<file path="config.mk">
export PLATFORM = sky130hd
export DESIGN_NAME = lcrs_top
export DESIGN_NICKNAME = d
export VERILOG_FILES = /design/src/rtl/lcrs_pkg.sv /design/src/rtl/lcrs_code_det.sv /design/src/rtl/lcrs_persist.sv /design/src/rtl/lcrs_top.sv
export SDC_FILE = /design/constraint.sdc
export NUM_CORES = 1
export LEC_CHECK = 0
export BUFFER_PORTS_ARGS = -buffer_cell sky130_fd_sc_hd__buf_4
export CORE_AREA = 5 5 104 106
export CTS_BUF_LIST = sky130_fd_sc_hd__clkbuf_8
export DETAILED_ROUTE_END_ITERATION = 8
export DIE_AREA = 0 0 109 111
export PLACE_DENSITY = 0.81
export SETUP_SLACK_MARGIN = 0.4
export SYNTH_ARGS = -nofsm -noshare
export SYNTH_HDL_FRONTEND = slang
export SYNTH_SLANG_ARGS = --single-unit
</file>
<file path="constraint.sdc">
create_clock -name mclk -period 6.05 [get_ports mclk]
set_input_delay 0.3025 -clock mclk [delete_from_list [all_inputs] [get_ports mclk]]
set_output_delay 0.3025 -clock mclk [all_outputs]
set_load 0.05 [all_outputs]
</file>
<file path="src/rtl/lcrs_pkg.sv">
// Shared constants and carrier types for the loop-code and receive alarm status block.
package lcrs_pkg;

  // Persistence time for loop codes, in seconds, and the clock rate in hertz.
  localparam int unsigned CLK_HZ = 200000000;
  localparam int unsigned PERSIST_S = 5;
  localparam int unsigned PERSIST_CYC = PERSIST_S * CLK_HZ;
  localparam int CNT_W = 30;

  // Avalon-MM slave geometry and register byte offsets.
  localparam int AW = 4;
  localparam int DW = 32;
  localparam logic [AW-1:0] OFF_CTRL = 4'h0;
  localparam logic [AW-1:0] OFF_IRQ_EN = 4'h4;
  localparam logic [AW-1:0] OFF_STATUS = 4'h8;
  localparam logic [AW-1:0] OFF_IRQ_STAT = 4'hc;

  // Bit positions shared by status, interrupt status and interrupt enable; B_RLB is in status only.
  localparam int NSRC = 4;
  localparam int B_QRSS = 0;
  localparam int B_LOS = 1;
  localparam int B_AIS = 2;
  localparam int B_LCD = 3;
  localparam int B_RLB = 4;
  localparam logic [NSRC-1:0] SRC_NONE = 4'h0;

  // Control register fields.
  localparam int B_MODE_LO = 0;
  localparam int B_MODE_HI = 1;
  localparam logic [1:0] MODE_OFF = 2'h0;
  localparam logic [1:0] MODE_AUTO = 2'h3;

  // Loop-up code is one mark in five bits, loop-down code one mark in three.
  localparam int UP_LEN = 5;
  localparam int DN_LEN = 3;
  localparam int WIN_W = 2 * UP_LEN;

  typedef enum logic [1:0] {
    LC_OFF = 2'b00,
    LC_MANUAL = 2'b01,
    LC_AUTO_UP = 2'b10,
    LC_AUTO_DN = 2'b11
  } lcrs_lc_e;

  typedef struct packed {
    logic read;
    logic write;
    logic [AW-1:0] address;
    logic [DW-1:0] writedata;
  } lcrs_avs_req_s;

  typedef struct packed {
    logic [DW-1:0] readdata;
    logic waitrequest;
  } lcrs_avs_rsp_s;

  typedef struct packed {
    logic bit_val;
    logic bit_en;
    logic ais;
    logic los;
    logic qrss;
  } lcrs_rx_s;

  typedef struct packed {
    logic [WIN_W-1:0] win;
    logic up_seen;
    logic dn_seen;
  } lcrs_det_s;

  typedef struct packed {
    logic [CNT_W-1:0] cnt;
    logic expired;
  } lcrs_cnt_s;

  typedef struct packed {
    lcrs_lc_e lc;
    logic [1:0] mode;
    logic [NSRC-1:0] en;
    logic [NSRC-1:0] stat;
    logic [NSRC-1:0] clr;
    logic lcd;
    logic ais;
    logic los;
    logic qrss;
    logic lb;
    logic wait_r;
    logic [DW-1:0] rdata;
    logic irq;
  } lcrs_main_s;

endpackage

</file>
<file path="src/rtl/lcrs_code_det.sv">
// Recogniser for the repeating loop-up and loop-down codes in received data.
`timescale 1ns/1ps
module lcrs_code_det (
  input wire logic mclk,
  input wire logic rst_n,
  input wire logic rx_bit,
  input wire logic rx_bit_en,
  output logic up_seen,
  output logic dn_seen
);

  lcrs_pkg::lcrs_det_s st_r;
  lcrs_pkg::lcrs_det_s st_nxt;

  // True when exactly one bit of the group is a mark.
  function automatic logic one_mark(input logic [lcrs_pkg::UP_LEN-1:0] v);
    one_mark = (v != '0) && ((v & (v - 1'b1)) == '0);
  endfunction

  always_comb begin
    logic [lcrs_pkg::WIN_W-1:0] w;
    w = st_r.win;
    st_nxt = st_r;
    if (rx_bit_en) begin
      w = {st_r.win[lcrs_pkg::WIN_W-2:0], rx_bit};
    end
    st_nxt.win = w;
    // A code counts as present only once two whole periods repeat exactly.
    st_nxt.up_seen = (w[2*lcrs_pkg::UP_LEN-1:lcrs_pkg::UP_LEN] == w[lcrs_pkg::UP_LEN-1:0])
                     && one_mark(w[lcrs_pkg::UP_LEN-1:0]);
    st_nxt.dn_seen = (w[2*lcrs_pkg::DN_LEN-1:lcrs_pkg::DN_LEN] == w[lcrs_pkg::DN_LEN-1:0])
                     && one_mark({2'h0, w[lcrs_pkg::DN_LEN-1:0]});
  end

  always_ff @(posedge mclk or negedge rst_n) begin
    if (!rst_n) begin
      st_r <= '0;
    end else begin
      st_r <= st_nxt;
    end
  end

  assign up_seen = st_r.up_seen;
  assign dn_seen = st_r.dn_seen;

endmodule

</file>
<file path="src/rtl/lcrs_persist.sv">
// Persistence timer: reports when its input has held longer than a limit.
`timescale 1ns/1ps
module lcrs_persist #(
  parameter int unsigned LIMIT = lcrs_pkg::PERSIST_CYC
) (
  input wire logic mclk,
  input wire logic rst_n,
  input wire logic active,
  output logic expired
);

  localparam logic [lcrs_pkg::CNT_W-1:0] LIM = LIMIT[lcrs_pkg::CNT_W-1:0];

  lcrs_pkg::lcrs_cnt_s st_r;
  lcrs_pkg::lcrs_cnt_s st_nxt;

  always_comb begin
    st_nxt = st_r;
    if (!active) begin
      st_nxt = '0;
    end else if (st_r.cnt != LIM) begin
      st_nxt.cnt = st_r.cnt + 1'b1;
    end else begin
      st_nxt.expired = 1'b1;
    end
  end

  always_ff @(posedge mclk or negedge rst_n) begin
    if (!rst_n) begin
      st_r <= '0;
    end else begin
      st_r <= st_nxt;
    end
  end

  assign expired = st_r.expired;

  chk_count_restart: assert property (@(posedge mclk) disable iff (!rst_n)
    !active |=> (st_r.cnt == '0) && !expired)
    else $error("Persistence count did not restart when the code stopped.");

  chk_expire_late: assert property (@(posedge mclk) disable iff (!rst_n)
    $rose(expired) |-> $past(st_r.cnt) == LIM && $past(active))
    else $error("Persistence expired before the limit was exceeded.");

endmodule

</file>
<file path="src/rtl/lcrs_top.sv">
// Loop-code detection and receive alarm status for one line channel.
// Behaviour
// - Manual mode sets detected flag after loop-up or loop-down code persists past 5 s.
// - Manual mode: flag stays while code arrives, clears as soon as it stops.
// - Manual mode: every rise and fall of the flag raises a loop-code interrupt.
// - Selecting automatic mode clears the flag and watches for the loop-up code.
// - Automatic: loop-up past 5 s sets flag, starts remote loop-back, watches loop-down.
// - Automatic: flag stays high throughout remote loop-back even without loop-up code.
// - Automatic: loop-down past 5 s ends loop-back, clears flag, raises interrupt.
// - Automatic: every change of the detected flag raises an interrupt.
// - All-ones alarm flag follows the all-ones detector, read only.
// - All-ones alarm interrupt on any transition when its enable is set.
// - Signal-lost flag follows the receive input absence, read only.
// - Signal-lost interrupt on any transition when its enable is set.
// - Pattern-lock flag follows the test pattern synchroniser, read only.
// - Pattern-lock interrupt on any transition when its enable is set.
// - Each flag has a sticky interrupt status bit, set on change, cleared by read.
// - Per-source interrupt enable bits reset to zero; one enables, zero masks.
//
// Local design decisions: the register addresses and the Avalon-MM interface to the registers.
`timescale 1ns/1ps
module lcrs_top #(
  parameter int unsigned PERSIST_CYC = lcrs_pkg::PERSIST_CYC
) (
  input wire logic mclk,
  input wire logic rst_n,
  input lcrs_pkg::lcrs_avs_req_s avs_req,
  output lcrs_pkg::lcrs_avs_rsp_s avs_rsp,
  input lcrs_pkg::lcrs_rx_s rx,
  output logic remote_loopback,
  output logic irq
);

  lcrs_pkg::lcrs_main_s st_r;
  lcrs_pkg::lcrs_main_s st_nxt;

  logic up_seen;
  logic dn_seen;
  logic up_act;
  logic dn_act;
  logic up_exp;
  logic dn_exp;
  logic manual_sel;

  lcrs_code_det u_det (
    .mclk(mclk),
    .rst_n(rst_n),
    .rx_bit(rx.bit_val),
    .rx_bit_en(rx.bit_en),
    .up_seen(up_seen),
    .dn_seen(dn_seen)
  );

  // Each timer only runs while its code is the one being watched, so a stale
  // expiry can never carry over from the other half of the automatic cycle.
  // The switch into automatic mode also stops both timers for a cycle, so a code
  // that persisted under manual mode is timed again from zero.
  assign manual_sel = (st_r.mode != lcrs_pkg::MODE_OFF) && (st_r.mode != lcrs_pkg::MODE_AUTO);
  assign up_act = up_seen && ((manual_sel && (st_r.lc == lcrs_pkg::LC_MANUAL)) ||
                              (st_r.lc == lcrs_pkg::LC_AUTO_UP));
  assign dn_act = dn_seen && ((manual_sel && (st_r.lc == lcrs_pkg::LC_MANUAL)) ||
                              (st_r.lc == lcrs_pkg::LC_AUTO_DN));

  lcrs_persist #(
    .LIMIT(PERSIST_CYC)
  ) u_up_timer (
    .mclk(mclk),
    .rst_n(rst_n),
    .active(up_act),
    .expired(up_exp)
  );

  lcrs_persist #(
    .LIMIT(PERSIST_CYC)
  ) u_dn_timer (
    .mclk(mclk),
    .rst_n(rst_n),
    .active(dn_act),
    .expired(dn_exp)
  );

  always_comb begin
    logic req_any;
    logic acc_rd;
    logic acc_wr;
    logic [lcrs_pkg::NSRC-1:0] chg;
    logic [lcrs_pkg::NSRC-1:0] w1c;
    logic [lcrs_pkg::NSRC-1:0] rdc;
    logic [lcrs_pkg::DW-1:0] rd;
    req_any = avs_req.read || avs_req.write;
    acc_rd = avs_req.read && !st_r.wait_r;
    acc_wr = avs_req.write && !st_r.wait_r;
    w1c = lcrs_pkg::SRC_NONE;
    rdc = lcrs_pkg::SRC_NONE;
    rd = '0;
    st_nxt = st_r;

    // Bus side: waitrequest drops for exactly one cycle after a request is seen.
    st_nxt.wait_r = !(req_any && st_r.wait_r);
    if (acc_wr) begin
      case (avs_req.address)
        lcrs_pkg::OFF_CTRL: begin
          st_nxt.mode = avs_req.writedata[lcrs_pkg::B_MODE_HI:lcrs_pkg::B_MODE_LO];
        end
        lcrs_pkg::OFF_IRQ_EN: begin
          st_nxt.en = avs_req.writedata[lcrs_pkg::NSRC-1:0];
        end
        lcrs_pkg::OFF_IRQ_STAT: begin
          w1c = avs_req.writedata[lcrs_pkg::NSRC-1:0];
        end
        default: begin
        end
      endcase
    end
    // Only the bits returned to software are cleared, so an event that lands
    // between sampling and completion is kept for the next read.
    if (acc_rd) begin
      rdc = st_r.clr;
    end
    if (req_any && st_r.wait_r) begin
      case (avs_req.address)
        lcrs_pkg::OFF_CTRL: begin
          rd[lcrs_pkg::B_MODE_HI:lcrs_pkg::B_MODE_LO] = st_r.mode;
        end
        lcrs_pkg::OFF_IRQ_EN: begin
          rd[lcrs_pkg::NSRC-1:0] = st_r.en;
        end
        lcrs_pkg::OFF_STATUS: begin
          rd[lcrs_pkg::B_LCD] = st_r.lcd;
          rd[lcrs_pkg::B_AIS] = st_r.ais;
          rd[lcrs_pkg::B_LOS] = st_r.los;
          rd[lcrs_pkg::B_QRSS] = st_r.qrss;
          rd[lcrs_pkg::B_RLB] = st_r.lb;
        end
        lcrs_pkg::OFF_IRQ_STAT: begin
          rd[lcrs_pkg::NSRC-1:0] = st_r.stat;
        end
        default: begin
        end
      endcase
      st_nxt.rdata = rd;
      st_nxt.clr = (avs_req.read && avs_req.address == lcrs_pkg::OFF_IRQ_STAT) ?
                   st_r.stat : lcrs_pkg::SRC_NONE;
    end

    // Alarm flags mirror their detectors.
    st_nxt.ais = rx.ais;
    st_nxt.los = rx.los;
    st_nxt.qrss = rx.qrss;

    // Loop-code flag and remote loop-back.
    if (st_r.mode == lcrs_pkg::MODE_AUTO) begin
      case (st_r.lc)
        lcrs_pkg::LC_AUTO_UP: begin
          if (up_exp) begin
            st_nxt.lc = lcrs_pkg::LC_AUTO_DN;
            st_nxt.lcd = 1'b1;
            st_nxt.lb = 1'b1;
          end
        end
        lcrs_pkg::LC_AUTO_DN: begin
          // The flag holds while loop-back stands, whatever the line sends.
          if (dn_exp) begin
            st_nxt.lc = lcrs_pkg::LC_AUTO_UP;
            st_nxt.lcd = 1'b0;
            st_nxt.lb = 1'b0;
          end
        end
        default: begin
          st_nxt.lc = lcrs_pkg::LC_AUTO_UP;
          st_nxt.lcd = 1'b0;
          st_nxt.lb = 1'b0;
        end
      endcase
    end else if (st_r.mode == lcrs_pkg::MODE_OFF) begin
      st_nxt.lc = lcrs_pkg::LC_OFF;
      st_nxt.lcd = 1'b0;
      st_nxt.lb = 1'b0;
    end else begin
      st_nxt.lc = lcrs_pkg::LC_MANUAL;
      st_nxt.lcd = up_exp || dn_exp;
      st_nxt.lb = 1'b0;
    end

    // Sticky change bits; a new change wins over a clear in the same cycle.
    chg[lcrs_pkg::B_LCD] = st_nxt.lcd != st_r.lcd;
    chg[lcrs_pkg::B_AIS] = st_nxt.ais != st_r.ais;
    chg[lcrs_pkg::B_LOS] = st_nxt.los != st_r.los;
    chg[lcrs_pkg::B_QRSS] = st_nxt.qrss != st_r.qrss;
    st_nxt.stat = (st_r.stat & ~(w1c | rdc)) | chg;
    // A change in the cycle that captures the read data is not in them, so it is kept.
    st_nxt.clr = st_nxt.clr & ~chg;
    st_nxt.irq = |(st_nxt.stat & st_nxt.en);
  end

  always_ff @(posedge mclk or negedge rst_n) begin
    if (!rst_n) begin
      st_r <= '0;
      st_r.wait_r <= 1'b1;
      st_r.lc <= lcrs_pkg::LC_OFF;
    end else begin
      st_r <= st_nxt;
    end
  end

  assign avs_rsp.readdata = st_r.rdata;
  assign avs_rsp.waitrequest = st_r.wait_r;
  assign remote_loopback = st_r.lb;
  assign irq = st_r.irq;

  chk_manual_follow: assert property (@(posedge mclk) disable iff (!rst_n)
    (manual_sel && st_r.lc == lcrs_pkg::LC_MANUAL) |=> st_r.lcd == $past(up_exp || dn_exp))
    else $error("Manual loop-code flag does not follow the persisted code.");

  chk_manual_set: assert property (@(posedge mclk) disable iff (!rst_n)
    (manual_sel && $rose(dn_exp)) |=> st_r.lcd)
    else $error("Manual loop-code flag not set after loop-down code persisted.");

  chk_off_quiet: assert property (@(posedge mclk) disable iff (!rst_n)
    (st_r.mode == lcrs_pkg::MODE_OFF) |=> !st_r.lcd && !st_r.lb)
    else $error("Loop-code flag or loop-back active with detection off.");

  chk_auto_entry: assert property (@(posedge mclk) disable iff (!rst_n)
    (st_r.mode == lcrs_pkg::MODE_AUTO && st_r.lc == lcrs_pkg::LC_MANUAL)
    |=> !st_r.lcd && st_r.lc == lcrs_pkg::LC_AUTO_UP)
    else $error("Entering automatic mode did not clear the loop-code flag.");

  chk_auto_loop_set: assert property (@(posedge mclk) disable iff (!rst_n)
    (st_r.mode == lcrs_pkg::MODE_AUTO && st_r.lc == lcrs_pkg::LC_AUTO_UP && up_exp)
    |=> st_r.lcd && st_r.lb && st_r.lc == lcrs_pkg::LC_AUTO_DN)
    else $error("Loop-up persistence did not start remote loop-back.");

  chk_flag_during_lb: assert property (@(posedge mclk) disable iff (!rst_n)
    st_r.lb |-> st_r.lcd && st_r.lc == lcrs_pkg::LC_AUTO_DN)
    else $error("Loop-code flag low while remote loop-back is active.");

  chk_auto_loop_end: assert property (@(posedge mclk) disable iff (!rst_n)
    (st_r.mode == lcrs_pkg::MODE_AUTO && st_r.lc == lcrs_pkg::LC_AUTO_DN && dn_exp)
    |=> !st_r.lcd && !st_r.lb && st_r.stat[lcrs_pkg::B_LCD])
    else $error("Loop-down persistence did not end remote loop-back.");

  chk_lcd_change_irq: assert property (@(posedge mclk) disable iff (!rst_n)
    (st_r.lcd != $past(st_r.lcd) && st_r.en[lcrs_pkg::B_LCD]) |=> irq)
    else $error("Loop-code flag change raised no interrupt.");

  chk_alarm_follow: assert property (@(posedge mclk) disable iff (!rst_n)
    ##1 st_r.ais == $past(rx.ais) && st_r.los == $past(rx.los) && st_r.qrss == $past(rx.qrss))
    else $error("Alarm flags do not follow their detectors.");

  chk_ais_irq: assert property (@(posedge mclk) disable iff (!rst_n)
    ($changed(rx.ais) && st_r.en[lcrs_pkg::B_AIS]) ##1 st_r.en[lcrs_pkg::B_AIS] |=> irq)
    else $error("All-ones alarm change raised no interrupt.");

  chk_los_irq: assert property (@(posedge mclk) disable iff (!rst_n)
    ($changed(rx.los) && st_r.en[lcrs_pkg::B_LOS]) ##1 st_r.en[lcrs_pkg::B_LOS] |=> irq)
    else $error("Signal-lost change raised no interrupt.");

  chk_qrss_irq: assert property (@(posedge mclk) disable iff (!rst_n)
    ($changed(rx.qrss) && st_r.en[lcrs_pkg::B_QRSS]) ##1 st_r.en[lcrs_pkg::B_QRSS] |=> irq)
    else $error("Pattern-lock change raised no interrupt.");

  chk_masked_quiet: assert property (@(posedge mclk) disable iff (!rst_n)
    (st_r.en == lcrs_pkg::SRC_NONE) |-> !irq)
    else $error("Interrupt raised with every source masked.");

  chk_read_clear: assert property (@(posedge mclk) disable iff (!rst_n)
    (avs_req.read && !st_r.wait_r && avs_req.address == lcrs_pkg::OFF_IRQ_STAT &&
     st_r.clr[lcrs_pkg::B_AIS] && st_nxt.ais == st_r.ais) |=> !st_r.stat[lcrs_pkg::B_AIS])
    else $error("Reading interrupt status did not clear the returned bit.");

  chk_manual_rise: assert property (@(posedge mclk) disable iff (!rst_n)
    (manual_sel && !st_r.lcd && (up_exp || dn_exp)) |=> st_r.lcd && st_r.stat[lcrs_pkg::B_LCD])
    else $error("Manual loop-code rise left no interrupt status.");

  chk_manual_fall: assert property (@(posedge mclk) disable iff (!rst_n)
    (manual_sel && st_r.lcd && !up_exp && !dn_exp) |=> !st_r.lcd && st_r.stat[lcrs_pkg::B_LCD])
    else $error("Manual loop-code flag did not fall when the code stopped.");

  chk_manual_no_lb: assert property (@(posedge mclk) disable iff (!rst_n)
    manual_sel |=> !st_r.lb)
    else $error("Remote loop-back active in manual mode.");

  chk_up_watch_idle: assert property (@(posedge mclk) disable iff (!rst_n)
    (st_r.mode == lcrs_pkg::MODE_AUTO && st_r.lc == lcrs_pkg::LC_AUTO_UP && !up_exp)
    |=> !st_r.lcd && !st_r.lb && st_r.lc == lcrs_pkg::LC_AUTO_UP)
    else $error("Loop-up watch left before the loop-up code persisted.");

  chk_lb_hold: assert property (@(posedge mclk) disable iff (!rst_n)
    (st_r.mode == lcrs_pkg::MODE_AUTO && st_r.lb && !dn_exp) |=> st_r.lb && st_r.lcd)
    else $error("Remote loop-back dropped before the loop-down code persisted.");

  chk_auto_rise_irq: assert property (@(posedge mclk) disable iff (!rst_n)
    (st_r.mode == lcrs_pkg::MODE_AUTO && st_r.lc == lcrs_pkg::LC_AUTO_UP && up_exp &&
     st_r.en[lcrs_pkg::B_LCD] && !avs_req.write) |=> irq)
    else $error("Start of remote loop-back raised no interrupt.");

  chk_lcd_change_stat: assert property (@(posedge mclk) disable iff (!rst_n)
    $changed(st_r.lcd) |-> st_r.stat[lcrs_pkg::B_LCD])
    else $error("Loop-code flag change left no interrupt status.");

  chk_flag_change_stat: assert property (@(posedge mclk) disable iff (!rst_n)
    (!$changed(st_r.ais) || st_r.stat[lcrs_pkg::B_AIS]) &&
    (!$changed(st_r.los) || st_r.stat[lcrs_pkg::B_LOS]) &&
    (!$changed(st_r.qrss) || st_r.stat[lcrs_pkg::B_QRSS]))
    else $error("Alarm flag change left no interrupt status.");

  chk_status_data: assert property (@(posedge mclk) disable iff (!rst_n)
    (avs_req.read && st_r.wait_r && avs_req.address == lcrs_pkg::OFF_STATUS)
    |=> avs_rsp.readdata[lcrs_pkg::B_AIS] == $past(st_r.ais) &&
        avs_rsp.readdata[lcrs_pkg::B_LOS] == $past(st_r.los) &&
        avs_rsp.readdata[lcrs_pkg::B_QRSS] == $past(st_r.qrss) &&
        avs_rsp.readdata[lcrs_pkg::B_LCD] == $past(st_r.lcd) &&
        avs_rsp.readdata[lcrs_pkg::B_RLB] == $past(st_r.lb))
    else $error("Status read returned flags other than those standing.");

  chk_stat_data: assert property (@(posedge mclk) disable iff (!rst_n)
    (avs_req.read && st_r.wait_r && avs_req.address == lcrs_pkg::OFF_IRQ_STAT)
    |=> avs_rsp.readdata[lcrs_pkg::NSRC-1:0] == $past(st_r.stat))
    else $error("Interrupt status read returned other bits than those standing.");

  chk_irq_level: assert property (@(posedge mclk) disable iff (!rst_n)
    irq == |(st_r.stat & st_r.en))
    else $error("Interrupt line differs from the enabled status bits.");

  chk_enable_write: assert property (@(posedge mclk) disable iff (!rst_n)
    (avs_req.write && !st_r.wait_r && avs_req.address == lcrs_pkg::OFF_IRQ_EN)
    |=> st_r.en == $past(avs_req.writedata[lcrs_pkg::NSRC-1:0]))
    else $error("Interrupt enable write did not land.");

  chk_mode_write: assert property (@(posedge mclk) disable iff (!rst_n)
    (avs_req.write && !st_r.wait_r && avs_req.address == lcrs_pkg::OFF_CTRL)
    |=> st_r.mode == $past(avs_req.writedata[lcrs_pkg::B_MODE_HI:lcrs_pkg::B_MODE_LO]))
    else $error("Mode write did not land.");

  chk_off_state: assert property (@(posedge mclk) disable iff (!rst_n)
    (st_r.mode == lcrs_pkg::MODE_OFF) |=> st_r.lc == lcrs_pkg::LC_OFF)
    else $error("Loop-code state left idle with detection off.");

  cov_auto_enter_lb: cover property (@(posedge mclk) disable iff (!rst_n) $rose(st_r.lb));
  cov_auto_leave_lb: cover property (@(posedge mclk) disable iff (!rst_n) $fell(st_r.lb));
  cov_manual_flag: cover property (@(posedge mclk) disable iff (!rst_n) manual_sel ##1 $rose(st_r.lcd));
  cov_manual_drop: cover property (@(posedge mclk) disable iff (!rst_n) manual_sel ##1 $fell(st_r.lcd));
  cov_stat_read: cover property (@(posedge mclk) disable iff (!rst_n)
    avs_req.read && !st_r.wait_r && st_r.clr != lcrs_pkg::SRC_NONE);

endmodule

</file>
Yosys cells after proc, flatten, opt, wreduce, memory -nomap -nowiden
Cells that the tools add are included.
Widths: inputs -> output; s select.
{"block": "totals", "regBits": 102, "in_bits": 45, "output_inout_bits": 35, "elab_cells": 114}
{"block": "classes", "n_reduce_logical": 28, "n_eq_ne": 22, "n_addsub": 4, "n_bitwise": 9, "mux": 31}
{"operator": "$mux 31", "n": 2}
{"operator": "$add 30x1->30 const B", "n": 2}
{"operator": "$mux 30", "n": 2}
{"operator": "$ne 30x30->1 const B", "n": 2}
{"operator": "$mux 4", "n": 7}
{"operator": "$and 4x4->4", "n": 3}
{"operator": "$logic_and 1x1->1", "n": 12}
{"operator": "$mux 1", "n": 11}
{"operator": "$logic_not 5->1", "n": 2}
{"operator": "$mux 10", "n": 1}
{"operator": "$ne 2x2->1 const B", "n": 5}
{"operator": "$eq 4x4->1 const B", "n": 2}
{"operator": "$not 4->4", "n": 2}
{"operator": "$or 4x4->4", "n": 2}
{"operator": "$pmux 2 s4", "n": 1}
{"operator": "$eq 2x2->1 const B", "n": 3}
{"operator": "$mux 2", "n": 3}
{"operator": "$ne 3x2->1 const B", "n": 2}
{"operator": "$pmux 2 s3", "n": 1}
{"operator": "$and 3x5->5", "n": 1}
{"operator": "$and 5x5->5", "n": 1}
{"operator": "$eq 5x5->1", "n": 1}
{"operator": "$reduce_bool 5->1", "n": 1}
{"operator": "$sub 5x1->5 const B", "n": 1}
{"operator": "15 further kinds", "n": 24}

Longest topological paths before layout
{"block": "logic_depth", "ltp_word": 9, "depth_mapped": 7, "depth_no_buf": 6}

Cells and area by module
A second synthesis with hierarchy kept.
{"block": "unflattened", "cells_unflattened": 536, "hier_area_um2": 5582.9}
{"module": "lcrs_persist", "area_each_um2": 1691.6, "cells_per_inst": 170, "seq_area_each_um2": 775.7, "instances": 2}
{"module": "lcrs_top", "area_each_um2": 1612.8, "cells_per_inst": 151, "seq_area_each_um2": 701.9, "instances": 1}
{"module": "lcrs_code_det", "area_each_um2": 586.8, "cells_per_inst": 45, "seq_area_each_um2": 300.3, "instances": 1}

Least setup slack after synthesis
No wires, ideal clock.
{"block": "synth_path", "kind": "reg-to-reg", "start": "reg u_dn_timer.st_r[1] (netlist name)", "end": "reg u_dn_timer.st_r[29] (netlist name)", "path_stages_with_launch": 7, "arrival_time_ns": 1.887, "path_buffers": 1, "setup_time_ns": 0.078, "synth_period_minus_slack_ns": 1.965, "required_time_ns": 5.972, "setup_slack_ns": 4.085, "path_cell_list": "dfrtp_1 -> ha_1 -> nand2_1 -> or3_1 -> buf_2 -> or4_1 -> a21oi_1"}
{"block": "synth_between", "elab_chain_cells": 3, "word_cells_on_any_way": 5, "cone_classes": "1 x add/sub; 2 x eq/ne; 2 x mux"}
{"element": "start, declared", "line": "lcrs_persist.sv:14", "source": "lcrs_pkg::lcrs_cnt_s st_r;"}
{"element": "start signal, assigned", "line": "lcrs_persist.sv:32", "source": "st_r <= st_nxt;"}
{"element": "$add 30x1->30", "line": "lcrs_persist.sv:22", "source": "st_nxt.cnt = st_r.cnt + 1'b1;"}
{"element": "$mux 30", "line": "lcrs_persist.sv:21", "source": "end else if (st_r.cnt != LIM) begin"}
{"element": "$mux 31", "line": "lcrs_persist.sv:19", "source": "if (!active) begin"}
Parallel ways exist; a longest one is shown, timed or not. The select of a mux whose other input is x is not followed.
A chain may end at the register's enable or synchronous reset.

Worst setup path in the final report
{"block": "layout_path", "start": "reg u_dn_timer.st_r[4] (netlist name)", "end": "reg u_dn_timer.st_r[17] (netlist name)"}
The elaborated chain is that of the path after synthesis.

==> results.json <==
{
  "dpl.cell_count": 715,
  "arrival_ps": 2680,
  "grt_overflow": 0,
  "cp.required_ps": 6340,
  "r2r_cells": 4,
  "cts_tree": "built",
  "p_leak_nw": 2.45,
  "final_max_slew_viol_count": 0,
  "die_x_um": 109,
  "cts.reportedPaths.clkPinSlew_ps": 110,
  "gp_congestion": 0.917,
  "ys.flop_type": "dfrtp_1",
  "clockBufferDepth": 2,
  "power_density_nw_per_um2": 234,
  "fillers": 821,
  "synth_edf_count": 0,
  "end_kind": "flop",
  "antenna_cells": 0,
  "final.min_clock_period_ps": 2390,
  "synthArstFlopShare": 1.00,
  "nets": 645,
  "drtIter0Drc": 301,
  "skew_ps": 14.5,
  "dieArea_um2": 12100,
  "finalCritPeriodShare": 0.395,
  "multi_input_area_um2": 2750,
  "core_um2": 9680,
  "min_path_type": "in -> reg",
  "netlist_area_um2": 5660,
  "cts_num_sinks": 102,
  "ys.warnings.count": 0,
  "rsz0062_at_grt": "no",
  "setup_viol": 0,
  "placementRows": 36,
  "outcome": "completed",
  "grt_antenna_before_repair": 0,
  "pin_count": 80,
  "port_buffers": 24,
  "grt_pass1_wl_um": 19500,
  "register_area_um2": 2550,
  "dp_hpwl_um": 8210,
  "cts_inserted_buffers": 9,
  "worst_pin_slew_ps": 958,
  "htree_levels": 3,
  "syn_inst": 587,
  "avgSynthCellArea_um2": 9.64,
  "wire_per_inst_um": 16.0,
  "worst_ir_drop_vdd_uv": 162,
  "ys_types": 69,
  "start_kind": "flop",
  "cp_max_fo": 12,
  "grt.total_usage": 0.196,
  "start_util": 0.584,
  "max_cap_viol_count": 0,
  "yosys_register_bits": 102,
  "wl_um": 11700,
  "drc_errors": 0,
  "ys_seq_area_frac": 0.451,
  "critPathKind": "reg -> reg",
  "dr.pass1.iters": 5,
  "clock-root-buffer": "clkbuf_8",
  "clock_latency_ps": 370,
  "finalHoldViolCount": 0,
  "area_delta_synth_final_pct": 5.24,
  "grt_max_degree": 74,
  "ant_nets": 0,
  "viasPerCell": 6.03,
  "whs_path_depth": 1,
  "slew-limit-headroom": 0.360,
  "fin_hold_ws_ps": 46.2,
  "fin_cells": 731,
  "tns_ps": 0,
  "die_h_um": 111,
  "grt_pass1_vias": 4222,
  "drive_gt1_frac": 0.117,
  "fmax_mhz": 419,
  "num_vias": 4409
}
## area by class of cell
cell class / count / share of cell area
Multi-Input combinational cell: 427 / 0.462
Inverter: 25 / 0.0158
Tap cell: 133 / 0.0279
Sequential cell: 102 / 0.429
Timing Repair Buffer: 29 / 0.0370
Clock inverter: 6 / 0.00777
Clock buffer: 9 / 0.0208
## kinds of logic (layout without fill, tap and decap cells)
logic type,count (synthesis),in the layout,share of synthesized area
AO/OA/AOI/OAI,124,124,0.140
XOR/XNOR,21,21,0.0325
adder cells (fa/ha/maj),7,7,0.0150
buffers and inverters,84,69,0.0798
flip-flops,102,102,0.451
multiplexers,21,21,0.0436
other,1,27,0.000663
AND/OR/NAND/NOR,227,227,0.237
## power breakdown
part           leakage, nW  switching [W]  internal, W
Combinational         1.01       0.000158    0.0000866
Sequential            1.36      0.0000321     0.000725
Clock               0.0821       0.000239     0.000150
## critical path: stages, from the launching register on
cell and delay (ps):
dfrtp_1 470, nand4_1 420, or3_1 680, or4_1 550, a21oi_1 170
## flip-flops by register name (all words and copies together) (netlist names), 6 cells and up
name and cells:
u_dn_timer.st_r 30, u_up_timer.st_r 30, st_r 20, u_det.st_r 10, avs_rsp 6
## worst paths after layout
kind,startpoint,endpoint,slack (ps)
min in group asynchronous,rst_n,u_up_timer.st_r[5],380
worst min register to register,avs_rsp[5],avs_rsp[5],510
worst max-delay path,u_dn_timer.st_r[4],u_dn_timer.st_r[17],3660
worst max register to register,u_dn_timer.st_r[4],u_dn_timer.st_r[17],3660
max in group asynchronous,rst_n,u_det.st_r[10],4440
worst min-delay path,rx[0],st_r[35],50
## timing repair
action                                 4_1_cts  5_1_grt
hold buffers                                 1        0
buffers inserted                             0        0
resized for setup                            0        0
endpoints found under the hold margin       29        0
## synth_stat cells, types with 6 or more instances
cell type	n	area [um2]
nand2b_1	6	37.5
inv_1	25	93.8
or2_2	9	56.3
mux2_2	9	101
nand4_1	20	125
nor2_1	32	120
dfrtp_1	101	2530
a21oi_1	41	205
clkbuf_1	21	78.8
o31ai_1	16	120
nor3_1	12	60.1
xnor2_1	10	87.6
nor4_1	10	62.6
xor2_1	11	96.3
o21ai_0	24	120
or3_1	16	100
nand2_1	35	131
mux2i_1	10	100
buf_4	33	248
and4_1	7	61.3
nand3_1	21	105
or4_1	20	150
a22oi_1	6	45.0
and3_1	11	68.8
ha_1	6	75.1
## metrics by stage
stage	instance area (um2)	setup WS, ps	total power (W)	util
after global placement	5770	3770	0.000999	0.596
after detailed placement	5770	3710	0.00101	0.596
final	5950	3660	0.00139	0.615
after floorplan	5760	4080	0.000960	-
after global routing	5950	3470	0.00145	0.615
after CTS	5950	3670	0.00140	0.615
## placed cells by master, fill, tap and decap left out, drive strengths merged, types with 10 or more instances in the layout
master / instances
nor2: 32
buf: 28
or4: 20
mux2i: 10
or3: 17
nor3: 12
o21ai: 24
xor2: 11
nand3: 22
and3: 11
nand4: 21
dfrtp: 101
a21oi: 41
nor4: 11
conb: 27
xnor2: 10
inv: 27
nand2: 35
o31ai: 16
## per-layer routing
layer | global-route usage | up-vias | wire [um]
met5 | 0 | - | 0
met1 | 0.261 | 2173 | 5190
met4 | 0.0657 | 0 | 185
li1 | - | 2108 | -
met2 | 0.319 | 106 | 5800
met3 | 0.0390 | 22 | 487
Power figures use the tool's default switching activity.
